**src/rtl/csu_pkg.sv**
```systemverilog
// Constants, abort codes and state encoding for the SDO upload server.
// Assumes 8-byte CAN payloads with byte 0 in bits 7:0.
package csu_pkg;

    // ****************************************
    // Frame layout
    // ****************************************
    localparam int        CSU_FRAME_W      = 64;
    localparam int        CSU_TOGGLE_BIT   = 4;
    localparam int        CSU_ACCESS_BIT   = 4;
    localparam int        CSU_EXPED_BIT    = 1;
    localparam logic [2:0] CSU_CCS_DOWN    = 3'h1;
    localparam logic [2:0] CSU_CCS_INIT_UP = 3'h2;
    localparam logic [2:0] CSU_CCS_SEG_UP  = 3'h3;
    localparam logic [7:0] CSU_CMD_ABORT   = 8'h80;
    localparam logic [7:0] CSU_CMD_UP_RSP  = 8'h41;
    localparam logic [7:0] CSU_CMD_DN_RSP  = 8'h60;
    localparam logic [2:0] CSU_SEG_RSP_CCS = 3'h0;
    localparam logic [3:0] CSU_SEG_ZERO    = 4'h0;
    localparam logic [2:0] CSU_SEG_BYTES   = 3'h7;
    localparam logic [3:0] CSU_FETCH_LAST  = 4'h7;
    localparam logic [2:0] CSU_EXP_BYTES   = 3'h4;

    // ****************************************
    // Process-data parameter objects
    // ****************************************
    localparam logic [7:0] CSU_PDO_RX_COM  = 8'h14;
    localparam logic [7:0] CSU_PDO_RX_MAP  = 8'h16;
    localparam logic [7:0] CSU_PDO_TX_COM  = 8'h18;
    localparam logic [7:0] CSU_PDO_TX_MAP  = 8'h1a;

    // ****************************************
    // Abort codes
    // ****************************************
    localparam logic [31:0] CSU_ERR_TOGGLE    = 32'h0503_0000;
    localparam logic [31:0] CSU_ERR_COMMAND   = 32'h0504_0001;
    localparam logic [31:0] CSU_ERR_ACCESS    = 32'h0601_0000;
    localparam logic [31:0] CSU_ERR_READONLY  = 32'h0601_0002;
    localparam logic [31:0] CSU_ERR_NO_OBJECT = 32'h0602_0000;
    localparam logic [31:0] CSU_ERR_NO_MAP    = 32'h0604_0041;
    localparam logic [31:0] CSU_ERR_MAP_LEN   = 32'h0604_0042;
    localparam logic [31:0] CSU_ERR_LEN_HIGH  = 32'h0607_0012;
    localparam logic [31:0] CSU_ERR_LEN_LOW   = 32'h0607_0013;
    localparam logic [31:0] CSU_ERR_NO_SUB    = 32'h0609_0011;
    localparam logic [31:0] CSU_ERR_VAL_HIGH  = 32'h0609_0031;
    localparam logic [31:0] CSU_ERR_VAL_LOW   = 32'h0609_0032;
    localparam logic [31:0] CSU_ERR_GENERAL   = 32'h0800_0000;
    localparam logic [31:0] CSU_ERR_STATE     = 32'h0800_0022;
    localparam logic [31:0] CSU_ERR_NONE      = 32'h0000_0000;

    typedef enum logic [1:0] {
        CSU_IDLE   = 2'b00,
        CSU_DECODE = 2'b01,
        CSU_FETCH  = 2'b11,
        CSU_SEND   = 2'b10
    } csu_state_t;

endpackage

```
**src/rtl/csu_buf2.sv**
```systemverilog
// Two-entry valid/ready buffer for response frames.
// Assumes one clock; the consumer may hold ready low for any time.
`timescale 1ns/1ps
module csu_buf2 #(
    parameter int WIDTH = 64
) (
    input  wire logic             clock,
    input  wire logic             rstn,
    input  wire logic             in_valid,
    output logic                  in_ready,
    input  wire logic [WIDTH-1:0] in_data,
    output logic                  out_valid,
    input  wire logic             out_ready,
    output logic      [WIDTH-1:0] out_data
);

    // ****************************************
    // Storage
    // ****************************************
    logic [1:0][WIDTH-1:0] mem_reg;
    logic                  wr_ptr_reg;
    logic                  rd_ptr_reg;
    logic [1:0]            count_reg;
    logic                  push;
    logic                  pop;

    assign in_ready  = (count_reg != 2'h2);
    assign out_valid = (count_reg != 2'h0);
    assign out_data  = mem_reg[rd_ptr_reg];
    assign push      = in_valid && in_ready;
    assign pop       = out_valid && out_ready;

    always_ff @(posedge clock or negedge rstn) begin
        if (!rstn) begin
            mem_reg <= '0;
        end else if (push) begin
            mem_reg[wr_ptr_reg] <= in_data;
        end
    end

    always_ff @(posedge clock or negedge rstn) begin
        if (!rstn) begin
            wr_ptr_reg <= 1'b0;
            rd_ptr_reg <= 1'b0;
            count_reg  <= 2'h0;
        end else begin
            if (push) begin
                wr_ptr_reg <= ~wr_ptr_reg;
            end
            if (pop) begin
                rd_ptr_reg <= ~rd_ptr_reg;
            end
            if (push && !pop) begin
                count_reg <= count_reg + 2'h1;
            end else if (pop && !push) begin
                count_reg <= count_reg - 2'h1;
            end
        end
    end

endmodule

```
**src/rtl/csu_server.sv**
```systemverilog
// SDO server: segmented upload, expedited download checks and aborts.
// Assumes the object dictionary answers lookups combinationally and
// byte reads one cycle after the address.
`timescale 1ns/1ps

// Behaviour
// - Response toggle equals request toggle; the expected toggle flips per pair.
// - Every upload starts with expected toggle zero, also after an abort.
// - Segment response bits 3..1 give the count of unused trailing bytes.
// - No-more-segments bit set only on the final segment.
// - Initiate answer is 41h, echoes index and subindex, gives byte count.
// - Non-final segments carry seven payload bytes with the flag clear.
// - Final segment sets the flag and counts its unused bytes.
// - Abort frame is 80h, index, subindex, 32-bit code.
// - A received abort ends the transfer silently; restart needs initiate.
// - Client aborts are taken with any or no code; code is ignored.
// - Unchanged toggle aborts with 05030000h.
// - Unknown command byte aborts with 05040001h.
// - Write to read-only entry aborts with 06010002h.
// - Missing index aborts with 06020000h.
// - Missing subindex of an existing index aborts with 06090011h.
// - Write too long aborts 06070012h, too short aborts 06070013h.
// - Value above range aborts 06090031h, below range 06090032h.
// - Unmappable object aborts 06040041h, mapping overflow 06040042h.
// - PDO parameter writes while Operational abort with 08000022h.
// - Other failures abort with 08000000h; a segment request with no upload open aborts with 05040001h.
// - Complete-access requests abort with 06010000h.
module csu_server
    import csu_pkg::*;
(
    input  wire logic        clock,
    input  wire logic        rstn,
    input  wire logic        rx_valid,
    output logic             rx_ready,
    input  wire logic [63:0] rx_data,
    output logic             tx_valid,
    input  wire logic        tx_ready,
    output logic      [63:0] tx_data,
    input  wire logic        nmt_operational,
    output logic      [15:0] od_index,
    output logic      [7:0]  od_subidx,
    input  wire logic        od_index_ok,
    input  wire logic        od_subidx_ok,
    input  wire logic [31:0] od_size,
    input  wire logic        od_read_only,
    input  wire logic [31:0] od_value_max,
    input  wire logic [31:0] od_value_min,
    input  wire logic        od_map_refused,
    input  wire logic        od_map_overflow,
    input  wire logic        od_fault,
    output logic      [31:0] od_rd_addr,
    input  wire logic [7:0]  od_rd_data,
    output logic             od_wr_strobe,
    output logic      [31:0] od_wr_value,
    output logic             upload_busy,
    output logic      [31:0] last_abort_code
);

    // ****************************************
    // Request capture and context
    // ****************************************
    csu_state_t      state_reg;
    logic [7:0]      req_cmd_reg;
    logic [15:0]     req_index_reg;
    logic [7:0]      req_sub_reg;
    logic [31:0]     req_data_reg;
    logic            ctx_active_reg;
    logic [15:0]     ctx_index_reg;
    logic [7:0]      ctx_sub_reg;
    logic [31:0]     ctx_size_reg;
    logic [31:0]     ctx_offset_reg;
    logic            ctx_toggle_reg;
    logic [3:0]      fetch_cnt_reg;
    logic [6:0][7:0] seg_bytes_reg;
    logic            resp_push_reg;
    logic [63:0]     resp_frame_reg;
    logic            buf_in_ready;
    logic            rx_take;

    assign rx_ready    = (state_reg == CSU_IDLE) && buf_in_ready && !resp_push_reg;
    assign rx_take     = rx_valid && rx_ready;
    assign upload_busy = ctx_active_reg;
    assign od_index    = (state_reg == CSU_DECODE) ? req_index_reg : ctx_index_reg;
    assign od_subidx   = (state_reg == CSU_DECODE) ? req_sub_reg : ctx_sub_reg;
    assign od_rd_addr  = ctx_offset_reg + {28'h0, fetch_cnt_reg};

    always_ff @(posedge clock or negedge rstn) begin
        if (!rstn) begin
            req_cmd_reg   <= 8'h00;
            req_index_reg <= 16'h0000;
            req_sub_reg   <= 8'h00;
            req_data_reg  <= 32'h0000_0000;
        end else if (rx_take) begin
            req_cmd_reg   <= rx_data[7:0];
            req_index_reg <= rx_data[23:8];
            req_sub_reg   <= rx_data[31:24];
            req_data_reg  <= rx_data[63:32];
        end
    end

    // ****************************************
    // Decode of a captured request
    // ****************************************
    logic [2:0]  ccs;
    logic        req_toggle;
    logic [2:0]  wr_bytes;
    logic        pdo_param;
    logic        dec_abort;
    logic [31:0] dec_code;
    logic        dec_init;
    logic        dec_seg;
    logic        dec_write;
    logic        dec_silent;

    assign ccs        = req_cmd_reg[7:5];
    assign req_toggle = req_cmd_reg[CSU_TOGGLE_BIT];
    assign wr_bytes   = CSU_EXP_BYTES - {1'b0, req_cmd_reg[3:2]};
    assign pdo_param  = (req_index_reg[7:3] == 5'h00) &&
                        (req_index_reg[15:8] == CSU_PDO_RX_COM ||
                         req_index_reg[15:8] == CSU_PDO_RX_MAP ||
                         req_index_reg[15:8] == CSU_PDO_TX_COM ||
                         req_index_reg[15:8] == CSU_PDO_TX_MAP);

    always_comb begin
        dec_abort  = 1'b0;
        dec_code   = CSU_ERR_NONE;
        dec_init   = 1'b0;
        dec_seg    = 1'b0;
        dec_write  = 1'b0;
        dec_silent = 1'b0;
        if (req_cmd_reg == CSU_CMD_ABORT) begin
            dec_silent = 1'b1;
        end else if (ccs == CSU_CCS_INIT_UP) begin
            dec_abort = 1'b1;
            if (req_cmd_reg[CSU_ACCESS_BIT]) begin
                dec_code = CSU_ERR_ACCESS;
            end else if (!od_index_ok) begin
                dec_code = CSU_ERR_NO_OBJECT;
            end else if (!od_subidx_ok) begin
                dec_code = CSU_ERR_NO_SUB;
            end else if (od_fault) begin
                dec_code = CSU_ERR_GENERAL;
            end else begin
                dec_abort = 1'b0;
                dec_init  = 1'b1;
            end
        end else if (ccs == CSU_CCS_SEG_UP) begin
            dec_abort = 1'b1;
            if (req_cmd_reg[3:0] != CSU_SEG_ZERO || !ctx_active_reg) begin
                dec_code = CSU_ERR_COMMAND;
            end else if (req_toggle != ctx_toggle_reg) begin
                dec_code = CSU_ERR_TOGGLE;
            end else begin
                dec_abort = 1'b0;
                dec_seg   = 1'b1;
            end
        end else if (ccs == CSU_CCS_DOWN) begin
            dec_abort = 1'b1;
            if (req_cmd_reg[CSU_ACCESS_BIT]) begin
                dec_code = CSU_ERR_ACCESS;
            end else if (nmt_operational && pdo_param) begin
                dec_code = CSU_ERR_STATE;
            end else if (!od_index_ok) begin
                dec_code = CSU_ERR_NO_OBJECT;
            end else if (!od_subidx_ok) begin
                dec_code = CSU_ERR_NO_SUB;
            end else if (od_read_only) begin
                dec_code = CSU_ERR_READONLY;
            end else if (!req_cmd_reg[CSU_EXPED_BIT]) begin
                dec_code = CSU_ERR_GENERAL;
            end else if ({29'h0, wr_bytes} > od_size) begin
                dec_code = CSU_ERR_LEN_HIGH;
            end else if ({29'h0, wr_bytes} < od_size) begin
                dec_code = CSU_ERR_LEN_LOW;
            end else if (req_data_reg > od_value_max) begin
                dec_code = CSU_ERR_VAL_HIGH;
            end else if (req_data_reg < od_value_min) begin
                dec_code = CSU_ERR_VAL_LOW;
            end else if (od_map_refused) begin
                dec_code = CSU_ERR_NO_MAP;
            end else if (od_map_overflow) begin
                dec_code = CSU_ERR_MAP_LEN;
            end else if (od_fault) begin
                dec_code = CSU_ERR_GENERAL;
            end else begin
                dec_abort = 1'b0;
                dec_write = 1'b1;
            end
        end else begin
            dec_abort = 1'b1;
            dec_code  = CSU_ERR_COMMAND;
        end
    end

    // ****************************************
    // Segment sizing
    // ****************************************
    logic [31:0] remaining;
    logic        seg_last;
    logic [2:0]  seg_valid;
    logic [2:0]  fetch_idx;

    assign remaining = ctx_size_reg - ctx_offset_reg;
    assign seg_last  = (remaining <= {29'h0, CSU_SEG_BYTES});
    assign seg_valid = seg_last ? remaining[2:0] : CSU_SEG_BYTES;
    assign fetch_idx = fetch_cnt_reg[2:0] - 3'h1;

    // ****************************************
    // Sequencer
    // ****************************************
    always_ff @(posedge clock or negedge rstn) begin
        if (!rstn) begin
            state_reg <= CSU_IDLE;
        end else begin
            unique case (state_reg)
                CSU_IDLE: begin
                    if (rx_take) begin
                        state_reg <= CSU_DECODE;
                    end
                end
                CSU_DECODE: begin
                    state_reg <= dec_seg ? CSU_FETCH : CSU_IDLE;
                end
                CSU_FETCH: begin
                    if (fetch_cnt_reg == CSU_FETCH_LAST) begin
                        state_reg <= CSU_SEND;
                    end
                end
                CSU_SEND: begin
                    state_reg <= CSU_IDLE;
                end
            endcase
        end
    end

    // Reads run one byte ahead; the tail beyond the object is zeroed
    always_ff @(posedge clock or negedge rstn) begin
        if (!rstn) begin
            fetch_cnt_reg <= 4'h0;
            seg_bytes_reg <= '0;
        end else if (state_reg == CSU_FETCH) begin
            fetch_cnt_reg <= fetch_cnt_reg + 4'h1;
            if (fetch_cnt_reg != 4'h0) begin
                seg_bytes_reg[fetch_idx] <= (fetch_idx < seg_valid) ? od_rd_data : 8'h00;
            end
        end else begin
            fetch_cnt_reg <= 4'h0;
        end
    end

    // ****************************************
    // Upload context
    // ****************************************
    always_ff @(posedge clock or negedge rstn) begin
        if (!rstn) begin
            ctx_active_reg <= 1'b0;
            ctx_index_reg  <= 16'h0000;
            ctx_sub_reg    <= 8'h00;
            ctx_size_reg   <= 32'h0000_0000;
            ctx_offset_reg <= 32'h0000_0000;
            ctx_toggle_reg <= 1'b0;
        end else if (state_reg == CSU_DECODE) begin
            if (dec_init) begin
                ctx_active_reg <= 1'b1;
                ctx_index_reg  <= req_index_reg;
                ctx_sub_reg    <= req_sub_reg;
                ctx_size_reg   <= od_size;
                ctx_offset_reg <= 32'h0000_0000;
                ctx_toggle_reg <= 1'b0;
            end else if (dec_abort || dec_silent) begin
                ctx_active_reg <= 1'b0;
                ctx_toggle_reg <= 1'b0;
            end
        end else if (state_reg == CSU_SEND) begin
            ctx_offset_reg <= ctx_offset_reg + {29'h0, seg_valid};
            ctx_toggle_reg <= ~ctx_toggle_reg;
            if (seg_last) begin
                ctx_active_reg <= 1'b0;
            end
        end
    end

    // ****************************************
    // Responses and object writes
    // ****************************************
    // Abort pushes happen only after a taken request, so the buffer has room
    always_ff @(posedge clock or negedge rstn) begin
        if (!rstn) begin
            resp_push_reg  <= 1'b0;
            resp_frame_reg <= 64'h0;
        end else begin
            resp_push_reg <= 1'b0;
            if (state_reg == CSU_DECODE && dec_abort) begin
                resp_push_reg  <= 1'b1;
                resp_frame_reg <= {dec_code, req_sub_reg, req_index_reg, CSU_CMD_ABORT};
            end else if (state_reg == CSU_DECODE && dec_init) begin
                resp_push_reg  <= 1'b1;
                resp_frame_reg <= {od_size, req_sub_reg, req_index_reg, CSU_CMD_UP_RSP};
            end else if (state_reg == CSU_DECODE && dec_write) begin
                resp_push_reg  <= 1'b1;
                resp_frame_reg <= {32'h0, req_sub_reg, req_index_reg, CSU_CMD_DN_RSP};
            end else if (state_reg == CSU_SEND) begin
                resp_push_reg  <= 1'b1;
                resp_frame_reg <= {seg_bytes_reg, CSU_SEG_RSP_CCS, ctx_toggle_reg,
                                   CSU_SEG_BYTES - seg_valid, seg_last};
            end
        end
    end

    always_ff @(posedge clock or negedge rstn) begin
        if (!rstn) begin
            od_wr_strobe    <= 1'b0;
            od_wr_value     <= 32'h0000_0000;
            last_abort_code <= CSU_ERR_NONE;
        end else begin
            od_wr_strobe <= (state_reg == CSU_DECODE) && dec_write;
            if (state_reg == CSU_DECODE && dec_write) begin
                od_wr_value <= req_data_reg;
            end
            if (state_reg == CSU_DECODE && dec_abort) begin
                last_abort_code <= dec_code;
            end
        end
    end

    csu_buf2 #(
        .WIDTH (CSU_FRAME_W)
    ) u_resp_buf (
        .clock     (clock),
        .rstn      (rstn),
        .in_valid  (resp_push_reg),
        .in_ready  (buf_in_ready),
        .in_data   (resp_frame_reg),
        .out_valid (tx_valid),
        .out_ready (tx_ready),
        .out_data  (tx_data)
    );
endmodule

```
**config.mk**
```make
export PLATFORM = sky130hd
export DESIGN_NAME = csu_server
export DESIGN_NICKNAME = d
export VERILOG_FILES = /design/src/rtl/csu_pkg.sv /design/src/rtl/csu_buf2.sv /design/src/rtl/csu_server.sv
export SDC_FILE = /design/constraint.sdc
export NUM_CORES = 1
export LEC_CHECK = 0
export BUFFER_PORTS_ARGS = -buffer_cell sky130_fd_sc_hd__clkbuf_2
export CORE_AREA = 10 10 236 238
export DETAILED_ROUTE_END_ITERATION = 16
export DIE_AREA = 0 0 246 248
export MAX_ROUTING_LAYER = met4
export PLACE_DENSITY = 0.71
export SYNTH_ARGS = -nofsm -noshare
export SYNTH_HDL_FRONTEND = slang
export SYNTH_HIERARCHICAL = 1
export SYNTH_SLANG_ARGS = --single-unit
```
**constraint.sdc**
```tcl
create_clock -name clock -period 10.8 [get_ports clock]
set_input_delay 3.24 -clock clock [delete_from_list [all_inputs] [get_ports clock]]
set_output_delay 3.24 -clock clock [all_outputs]
set_load 0.01 [all_outputs]
```
==> results of run 1 <==
==> synth_stat cells (4+ instances only) <==
| library cell | number | area, µm² |
|---|---|---|
| sky130_fd_sc_hd__a211oi_1 | 11 | 82.6 |
| sky130_fd_sc_hd__a21o_1 | 22 | 165 |
| sky130_fd_sc_hd__a21oi_1 | 102 | 510 |
| sky130_fd_sc_hd__a21oi_2 | 5 | 43.8 |
| sky130_fd_sc_hd__a22o_1 | 9 | 78.8 |
| sky130_fd_sc_hd__a22oi_1 | 16 | 120 |
| sky130_fd_sc_hd__a31oi_1 | 12 | 75.1 |
| sky130_fd_sc_hd__and2_1 | 5 | 31.3 |
| sky130_fd_sc_hd__and3_1 | 10 | 62.6 |
| sky130_fd_sc_hd__buf_1 | 4 | 15.0 |
| sky130_fd_sc_hd__buf_12 | 13 | 260 |
| sky130_fd_sc_hd__buf_2 | 17 | 85.1 |
| sky130_fd_sc_hd__buf_4 | 20 | 150 |
| sky130_fd_sc_hd__buf_6 | 6 | 67.6 |
| sky130_fd_sc_hd__clkbuf_1 | 67 | 251 |
| sky130_fd_sc_hd__dfrtp_1 | 459 | 11500 |
| sky130_fd_sc_hd__ha_1 | 114 | 1430 |
| sky130_fd_sc_hd__inv_1 | 125 | 469 |
| sky130_fd_sc_hd__mux2_1 | 24 | 270 |
| sky130_fd_sc_hd__mux2_2 | 170 | 1910 |
| sky130_fd_sc_hd__mux2_4 | 120 | 1800 |
| sky130_fd_sc_hd__mux2i_1 | 38 | 380 |
| sky130_fd_sc_hd__nand2_1 | 345 | 1290 |
| sky130_fd_sc_hd__nand2b_1 | 21 | 131 |
| sky130_fd_sc_hd__nand3_1 | 55 | 275 |
| sky130_fd_sc_hd__nand4_1 | 36 | 225 |
| sky130_fd_sc_hd__nor2_1 | 113 | 424 |
| sky130_fd_sc_hd__nor2b_1 | 12 | 75.1 |
| sky130_fd_sc_hd__nor3_1 | 25 | 125 |
| sky130_fd_sc_hd__nor4_1 | 19 | 119 |
| sky130_fd_sc_hd__nor4_2 | 6 | 75.1 |
| sky130_fd_sc_hd__o2111ai_1 | 5 | 43.8 |
| sky130_fd_sc_hd__o211ai_1 | 17 | 128 |
| sky130_fd_sc_hd__o21a_1 | 11 | 82.6 |
| sky130_fd_sc_hd__o21ai_0 | 125 | 626 |
| sky130_fd_sc_hd__o21ai_1 | 7 | 35.0 |
| sky130_fd_sc_hd__o21bai_1 | 5 | 37.5 |
| sky130_fd_sc_hd__o22ai_1 | 4 | 25.0 |
| sky130_fd_sc_hd__o31ai_1 | 44 | 330 |
| sky130_fd_sc_hd__or2_2 | 10 | 62.6 |
| sky130_fd_sc_hd__or3_1 | 9 | 56.3 |
| sky130_fd_sc_hd__or4_1 | 8 | 60.1 |
| sky130_fd_sc_hd__xnor2_1 | 47 | 412 |
| sky130_fd_sc_hd__xor2_1 | 13 | 114 |
==> how the worst max path moves through the flow <==
stage                                        endpoint
after floorplan           od_wr_value[17]$_DFFE_PN0P_
after global placement    od_wr_value[29]$_DFFE_PN0P_
after detailed placement  od_wr_value[20]$_DFFE_PN0P_
after CTS                              od_rd_addr[28]
after global routing                   od_rd_addr[28]
final                                  od_rd_addr[28]
==> stage by stage <==
step           util, %  area [µm²]  worst slack [ns]
6_report          56.8       29000              4.05
2_1_floorplan        -       25300              4.99
3_5_place_dp      53.4       27200              4.21
4_1_cts           56.8       28900              4.06
5_1_grt           56.8       29000              3.84
3_3_place_gp      53.4       27200              4.36
==> kinds of logic (layout without fill, tap and decap cells) <==
kind of cell | after synthesis | after routing | share of synthesized area (%)
XOR/XNOR | 60 | 60 | 2.08
other | 1 | 30 | 0.0148
flip-flops | 459 | 459 | 45.5
adder cells (fa/ha/maj) | 117 | 117 | 5.88
AO/OA/AOI/OAI | 439 | 439 | 11.2
AND/OR/NAND/NOR | 696 | 696 | 12.8
buffers and inverters | 255 | 580 | 5.23
multiplexers | 352 | 352 | 17.3
==> area by class of cell <==
type | instances | area share [%]
clock buffers | 71 | 5.11
well taps | 680 | 2.94
repair buffers | 361 | 6.43
clock inverters | 21 | 0.846
diodes | 11 | 0.0950
multi-input cells | 1683 | 43.3
inverters | 127 | 1.65
flip-flops and latches | 459 | 39.6
==> metal layers <==
layer / routed length [µm] / vias up / track usage, %
met4: 2300 / 0 / 8.59
met3: 5090 / 138 / 5.01
li1: - / 8974 / -
met2: 37300 / 654 / 41.1
met1: 32000 / 9736 / 31.5
met5: 0 / - / -
==> critical path, stage by stage, from the launching register on <==
cell and delay, ns:
sky130_fd_sc_hd__dfrtp_1 0.42, sky130_fd_sc_hd__inv_1 0.13, sky130_fd_sc_hd__nor4_2 0.56, sky130_fd_sc_hd__nand3_1 0.24
sky130_fd_sc_hd__or4_1 0.61, sky130_fd_sc_hd__or4_1 0.49, sky130_fd_sc_hd__nor2_1 0.15, sky130_fd_sc_hd__xnor2_1 0.15
sky130_fd_sc_hd__clkbuf_2 0.16
==> power by group through the flow <==
stage                     Sequential [mW]  Clock (mW)  Combinational [mW]
after floorplan                      2.64           0                2.57
after global placement               2.83           0                3.34
after detailed placement             2.86           0                3.41
after CTS                            2.84        1.80                3.43
after global routing                 2.93        1.87                3.73
final                                2.85        1.77                3.40
==> impl_summary.log, run 1 <==
[metrics] most common cell after layout, fill and taps aside: sky130_fd_sc_hd__dfrtp_1
[metrics] Final Slew Violations: 0
[metrics] clock transition time at the flip-flop clock pins of the worst setup and hold paths: roughly 0.060 ns
[metrics] total of flip-flops plus latches after synthesis: ~460
[metrics] largest net degree at the start of global routing: between 150 and 200
[metrics] Clock Power Share: about 22%
[metrics] share of total power in combinational logic: between 40% and 50%
[metrics] area occupied by registers: 0.0115 mm²
[metrics] beginning of the critical path: ctx_offset_reg[16]$_DFFE_PN0P_
[metrics] crit path capture type: output pin
[metrics] final net count: between 2000 and 3000
[metrics] count of buffers inserted at the top-level ports: between 300 and 400
[metrics] worst endpoint data arrival time: around 3.5 ns
[metrics] antenna violations before repair: 12
[metrics] CTS Root Buffer Type: sky130_fd_sc_hd__clkbuf_16
[metrics] cell-internal power: 4.94 mW
[metrics] path class of the lowest-slack min-delay path: register to register
[metrics] cells resized by post-CTS repair: 0
[metrics] hold path depth: 2
[metrics] number of standard cells after synthesis: ~2400
[metrics] initial core utilization: roughly 50%
[metrics] Max-Cap Viols: 0
[metrics] Post-Syn Area: ~0.025 mm²
[metrics] number of distinct library cells after synthesis: 92
[metrics] post-route setup TNS: 0 ns
[metrics] DR WL/cell: approximately 22 µm
[metrics] die area: around 0.06 mm²
[metrics] Min-Delay Endpoint: ctx_index_reg[7]$_DFFE_PN0P_
[metrics] setup slack of the worst register-to-register path: ~4.7 ns
[metrics] most instantiated flip-flop cell in the synthesis netlist: sky130_fd_sc_hd__dfrtp_1
[metrics] TritonRoute pass-1 iters: 5
[metrics] endpoint of the most critical register-to-register path: ctx_offset_reg[25]$_DFFE_PN0P_
[metrics] number of placement rows: between 80 and 90
[metrics] DRC errors left: 0
[metrics] worst-margin pin slew: roughly 1.1 ns
[metrics] number of vias after detailed routing: about 20000
[metrics] total power: 8.02 mW
[metrics] data required time at the worst endpoint: 7.56 ns
[metrics] Multi-input gate area: around 0.013 mm²
[metrics] number of flip-flops in the largest register: roughly 130
[metrics] static power due to leakage: roughly 14 nW
[metrics] count of synthesis-stage warnings from yosys: 6
[metrics] routability congestion estimate from global placement: approximately 0.93
[metrics] Chip Height: approximately 250 µm
[metrics] estimated wirelength of the detail-placed design: 57000 µm
[metrics] Seq pwr share: 35.5%
[metrics] number of hold buffers added after CTS: 0
[metrics] average cell area after synthesis: about 11 µm²
[metrics] H-tree depth reported by CTS: 2
[metrics] maximum root-to-sink buffer count: 3
[metrics] via count of the first global-routing pass: 20200
[metrics] sink count of the clock tree: around 460
[metrics] filler instances: roughly 4400
[metrics] pwr/cell area: about 280 mW/mm²
[metrics] WHS: roughly 0.47 ns
[metrics] sequential fraction of the synthesis area: between 40% and 50%
[metrics] wire length of the first global-routing pass: approximately 120000 µm
[metrics] Worst-Skew Late Latency: between 0.6 and 0.7 ns
[metrics] total track usage: 25.4%
[metrics] sum of overflow across all layers after global routing: 0
[metrics] Horiz. Die Dim: approximately 250 µm
[metrics] Max transition margin: about a quarter
[metrics] post-CTS setup buffer count: 0
[metrics] number of failing setup endpoints in the final timing report: 0
[metrics] type of origin of the critical path: register
[metrics] non-filler cells, final: 3413
[metrics] worst r2r src: ctx_offset_reg[4]$_DFFE_PN0P_
[metrics] unrepaired setup endpoints after global routing: false
[metrics] Crit Path Category: register to output pin
[metrics] clock skew after layout: about 0.047 ns
[metrics] largest driver fanout on the critical path: 5
[metrics] placed cells: 3310
[metrics] time the worst path needs with I/O delays and setup: between 6 and 7 ns
[metrics] fraction of layout instances using a drive strength above 1: between 20% and 30%
[metrics] worst min-delay path startpoint: ctx_index_reg[7]$_DFFE_PN0P_
[metrics] share of synthesized flip-flops with an asynchronous set or reset: between 90% and 100%
[metrics] CTS tree: yes
[metrics] top library cells by usage in the layout, fill and taps aside: 458 x sky130_fd_sc_hd__dfrtp_1, 346 x sky130_fd_sc_hd__clkbuf_2, 344 x sky130_fd_sc_hd__nand2_1
[metrics] Switching Fraction: between 30% and 40%
[metrics] sw power: just over 3 mW
[metrics] result of the run: finished clean
[metrics] Inserted Clock Buffers: roughly 50
[metrics] number of ports placed on the die boundary: between 300 and 400
[metrics] antenna violation net count after detailed routing: 0
[metrics] 1st-iter DRT viols: roughly 1600
[metrics] number of vias per cell: around 5.7
[metrics] placeable core area: 0.0510 mm²
[metrics] synthesis-to-layout area growth: 14.7%
[metrics] highest ir drop seen on vdd: approximately 0.16 mV
[metrics] count of flip-flops with a built-in enable after synthesis: 0
[metrics] number of hold violations in the final report: 0
[metrics] peak clock frequency supported by timing: 148 MHz
[metrics] period utilisation layout: 62.5%
[metrics] Routed WL: 76600 µm
[metrics] Worst Reg2Reg Path Length in Cells: 20
(Power assumes the default switching activity.)
==> run 2: changes to the inputs <==
--- a/config.mk
+++ b/config.mk
@@ -5,12 +5,13 @@
 export SDC_FILE = /design/constraint.sdc
 export NUM_CORES = 1
 export LEC_CHECK = 0
+export ABC_AREA = 1
 export BUFFER_PORTS_ARGS = -buffer_cell sky130_fd_sc_hd__clkbuf_2
-export CORE_AREA = 10 10 236 238
+export CORE_AREA = 10 10 241 243
 export DETAILED_ROUTE_END_ITERATION = 16
-export DIE_AREA = 0 0 246 248
+export DIE_AREA = 0 0 251 253
 export MAX_ROUTING_LAYER = met4
-export PLACE_DENSITY = 0.71
+export PLACE_DENSITY = 0.73
 export SYNTH_ARGS = -nofsm -noshare
 export SYNTH_HDL_FRONTEND = slang
 export SYNTH_HIERARCHICAL = 1
==> constraint.sdc (replaced) <==
create_clock -name clock -period 6.2 [get_ports clock]
set_input_delay 1.86 -clock clock [delete_from_list [all_inputs] [get_ports clock]]
set_output_delay 1.86 -clock clock [all_outputs]
set_load 0.01 [all_outputs]
==> run 2 against run 1 <==
  * Setup slack worse by 3.5 ns
  * Global-route usage up 1.5 points
  * Combinational power up 86%
  * Area after synthesis up 3.8%
  * Die area up 4.1%
  * Register-to-register slack worse by 4.0 ns
  * Highest routed layer unchanged
==> impl_summary.log, run 2 <==
[metrics] final net count: a little over 4000
[metrics] total power: around 14 mW
[metrics] critical path's top delay family: simple AND/OR/NAND/NOR gates
[metrics] number of vias per cell: 5.29
[metrics] antenna violations before repair: 13
[metrics] number of hold buffers added after CTS: 0
[metrics] result of the run: finished clean
[metrics] worst endpoint data arrival time: ~3.8 ns
[metrics] initial core utilization: roughly 50%
[metrics] number of standard cells after synthesis: around 3600
[metrics] number of failing setup endpoints in the final timing report: 0
[metrics] number of vias after detailed routing: ~24000
[metrics] Crit Path Category: register to output pin
[metrics] sw power: about 6.4 mW
[metrics] Max transition margin: between 20 and 25%
[metrics] endpoint of the most critical register-to-register path: ctx_offset_reg[26]$_DFFE_PN0P_
[metrics] 1st-iter DRT viols: 2292
[metrics] cell breakdown of the critical path: ha_1 -> nand3_1 -> nand2_1 -> a21oi_1 -> nor2_1 -> inv_1 -> nor2_1 -> inv_1 -> nor4_2 -> nand2_1 -> nor4_1 -> xor2_1 -> clkbuf_2
[metrics] H-tree depth reported by CTS: 2
[metrics] leading post-synthesis cells by instance count: 1469 x sky130_fd_sc_hd__nand2_1, 459 x sky130_fd_sc_hd__dfrtp_1, 402 x sky130_fd_sc_hd__inv_1
[metrics] Routed WL: ~85000 µm
[metrics] share of synthesized flip-flops with an asynchronous set or reset: 100%
[metrics] proportion of netlist area held by the largest area contributor: 43.8%
[metrics] Chip Height: 253 µm
[metrics] share of total power in combinational logic: 44.8%
[metrics] post-route setup TNS: 0 ns
[metrics] count of buffers inserted at the top-level ports: around 350
[metrics] worst min-delay path startpoint: u_resp_buf/mem_reg[63]$_DFFE_PN0P_
[metrics] clock transition time at the flip-flop clock pins of the worst setup and hold paths: 0.06 ns
[metrics] Min-Delay Endpoint: u_resp_buf/mem_reg[63]$_DFFE_PN0P_
[metrics] fraction of layout instances using a drive strength above 1: roughly 14%
[metrics] largest net degree at the start of global routing: between 100 and 150
[metrics] type of origin of the critical path: register
[metrics] antenna violation net count after detailed routing: 0
[metrics] CTS tree: yes
[metrics] hold path depth: 2
[metrics] worst-margin pin slew: about 1.2 ns
[metrics] static power due to leakage: 16.8 nW
[metrics] synthesis-to-layout area growth: 14.9%
[metrics] top library cells by usage in the layout, fill and taps aside: 1469 x sky130_fd_sc_hd__nand2_1, 456 x sky130_fd_sc_hd__dfrtp_1, 400 x sky130_fd_sc_hd__inv_1
[metrics] number of placement rows: 85
[metrics] pwr/cell area: roughly 470 mW/mm²
[metrics] largest driver fanout on the critical path: 7
[metrics] crit path capture type: output pin
[metrics] CP bufs+invs: 3
[metrics] number of flip-flops in the largest register: around 130
[metrics] setup slack of the worst register-to-register path: ~0.74 ns
[metrics] clock skew after layout: ~0.029 ns
[metrics] Max-Cap Viols: 0
[metrics] Seq pwr share: about a third
[metrics] WHS: between 0.4 and 0.5 ns
[metrics] Multi-input gate area: ~0.012 mm²
[metrics] placed cells: ~4500
[metrics] estimated wirelength of the detail-placed design: approximately 64000 µm
[metrics] top cells by area, synth: sky130_fd_sc_hd__dfrtp_1 44%, sky130_fd_sc_hd__nand2_1 21%, sky130_fd_sc_hd__inv_1 5.8%
[metrics] cell-internal power: 7.77 mW
[metrics] worst r2r src: ctx_offset_reg[20]$_DFFE_PN0P_
[metrics] unrepaired setup endpoints after global routing: false
[metrics] count of synthesis-stage warnings from yosys: 6
[metrics] sink count of the clock tree: about 460
[metrics] non-filler cells, final: ~4600
[metrics] TritonRoute pass-1 iters: 6
[metrics] wire length of the first global-routing pass: 132000 µm
[metrics] sum of overflow across all layers after global routing: 0
[metrics] Horiz. Die Dim: between 200 and 300 µm
[metrics] Worst-Skew Late Latency: about 0.61 ns
[metrics] most instantiated flip-flop cell in the synthesis netlist: sky130_fd_sc_hd__dfrtp_1
[metrics] filler instances: 5111
[metrics] highest ir drop seen on vdd: between 0.3 and 0.4 mV
[metrics] die area: between 0.06 and 0.07 mm²
[metrics] path class of the lowest-slack min-delay path: register to register
[metrics] routability congestion estimate from global placement: between 0.9 and 1
[metrics] Post-Syn Area: 0.0262 mm²
[metrics] Worst Reg2Reg Path Length in Cells: 32
[metrics] most instantiated library cell after synthesis: sky130_fd_sc_hd__nand2_1
[metrics] Final Slew Violations: 0
[metrics] data required time at the worst endpoint: between 4 and 5 ns
[metrics] peak clock frequency supported by timing: approximately 180 MHz
[metrics] crit-path max cell delay: ~0.46 ns
[metrics] number of distinct library cells after synthesis: 49
[metrics] total track usage: between 20% and 30%
[metrics] maximum root-to-sink buffer count: 3
[metrics] via count of the first global-routing pass: 23400
[metrics] total of flip-flops plus latches after synthesis: 459
[metrics] DR WL/cell: ~18 µm
[metrics] period utilisation layout: 90.6%
[metrics] Switching Fraction: 45.1%
[metrics] DRC errors left: 0
[metrics] number of hold violations in the final report: 0
[metrics] placeable core area: roughly 0.053 mm²
[metrics] most common cell after layout, fill and taps aside: sky130_fd_sc_hd__nand2_1
[metrics] Inserted Clock Buffers: 51
[metrics] number of ports placed on the die boundary: 367
[metrics] count of flip-flops with a built-in enable after synthesis: 0
[metrics] cell type with the largest total area after synthesis: sky130_fd_sc_hd__dfrtp_1
[metrics] cell at the slowest stage of the critical path: sky130_fd_sc_hd__dfrtp_1
[metrics] area occupied by registers: between 0.01 and 0.015 mm²
[metrics] time the worst path needs with I/O delays and setup: between 5 and 6 ns
[metrics] CTS Root Buffer Type: sky130_fd_sc_hd__clkbuf_16
[metrics] average cell area after synthesis: 7.34 µm²
[metrics] sequential fraction of the synthesis area: between 40% and 50%
[metrics] Clock Power Share: between 20 and 25%
-- run 2: cell count changes after synthesis, moves of 38 or more --
cell	delta
sky130_fd_sc_hd__nand2_1	+1124
sky130_fd_sc_hd__inv_1	+277
sky130_fd_sc_hd__nand4_1	+177
sky130_fd_sc_hd__mux2_2	-169
sky130_fd_sc_hd__mux2_4	-120
sky130_fd_sc_hd__nand3_1	+64
sky130_fd_sc_hd__nor2_1	+56
sky130_fd_sc_hd__buf_2	+53
sky130_fd_sc_hd__o21ai_0	+48
sky130_fd_sc_hd__o31ai_1	-44
sky130_fd_sc_hd__mux2i_1	-38
-- run 2: kinds of logic after synthesis --
family | count (synthesis) | synth area share, %
flops | 459 | 43.8
other cells | 1 | 0.0143
buf+inv | 583 | 9.48
xor+xnor | 48 | 1.60
fa+ha+maj | 117 | 5.67
mux | 1 | 0.0429
simple gates | 2078 | 33.6
compound gates | 288 | 5.78
-- run 2: worst min-delay path: stages, from the launching register on --
cell                      delay [ns]
sky130_fd_sc_hd__dfrtp_1        0.34
sky130_fd_sc_hd__nand2_1        0.05
sky130_fd_sc_hd__nand2_1        0.04
-- run 2: timing repair --
| item | CTS | global route |
|---|---|---|
| endpoints found under the setup margin | 0 | 1 |
| buffers inserted | 0 | 0 |
| resized for setup | 0 | 1 |
-- run 2: layer usage --
layer  global-route usage (%)  vias to the layer above  part of all wire, %
met4                     8.36                        0                  2.7
met3                     6.89                      134                  8.7
li1                         -                    11900                    -
met1                     35.6                    11400                   44
met2                     39.9                      919                   45
met5                        -                        -                    0
-- run 2: cell type report --
class,count,area share [%]
flip-flops and latches,459,38.2
well taps,696,2.89
inverters,420,5.23
diodes,14,0.116
multi-input cells,2551,41.1
clock buffers,68,4.85
repair buffers,375,6.70
clock inverters,22,1.00
-- run 2: per-stage QoR --
step | util (%) | instance area (µm²) | worst slack (ns)
after global placement | 53.1 | 28300 | 0.882
after floorplan | - | 26300 | 1.77
after CTS | 56.5 | 30100 | 0.636
after global routing | 56.5 | 30100 | 0.0511
final | 56.5 | 30100 | 0.580
after detailed placement | 53.1 | 28300 | 0.839
-- run 2: power by group through the flow --
| stage | combinational [mW] | sequential, mW | clock [mW] |
|---|---|---|---|
| final | 6.34 | 4.64 | 3.18 |
| after global routing | 7.17 | 4.75 | 3.35 |
| after CTS | 6.30 | 4.62 | 3.22 |
| after detailed placement | 6.26 | 4.66 | 0 |
| after global placement | 6.19 | 4.63 | 0 |
| after floorplan | 4.61 | 4.33 | 0 |
-- run 2: how the worst max path moves through the flow --
stage,start,to,slack (ns),cells after the start
after global placement,ctx_offset_reg[0]$_DFFE_PN0P_,ctx_offset_reg[26]$_DFFE_PN0P_,0.88,34
after detailed placement,ctx_offset_reg[0]$_DFFE_PN0P_,ctx_offset_reg[26]$_DFFE_PN0P_,0.84,34
after global routing,ctx_offset_reg[2]$_DFFE_PN0P_,ctx_offset_reg[26]$_DFFE_PN0P_,0.05,34
final,fetch_cnt_reg[2]$_DFF_PN0_,od_rd_addr[31],0.58,13
after CTS,fetch_cnt_reg[2]$_DFF_PN0_,od_rd_addr[31],0.64,13
after floorplan,ctx_offset_reg[0]$_DFFE_PN0P_,ctx_offset_reg[26]$_DFFE_PN0P_,1.77,34
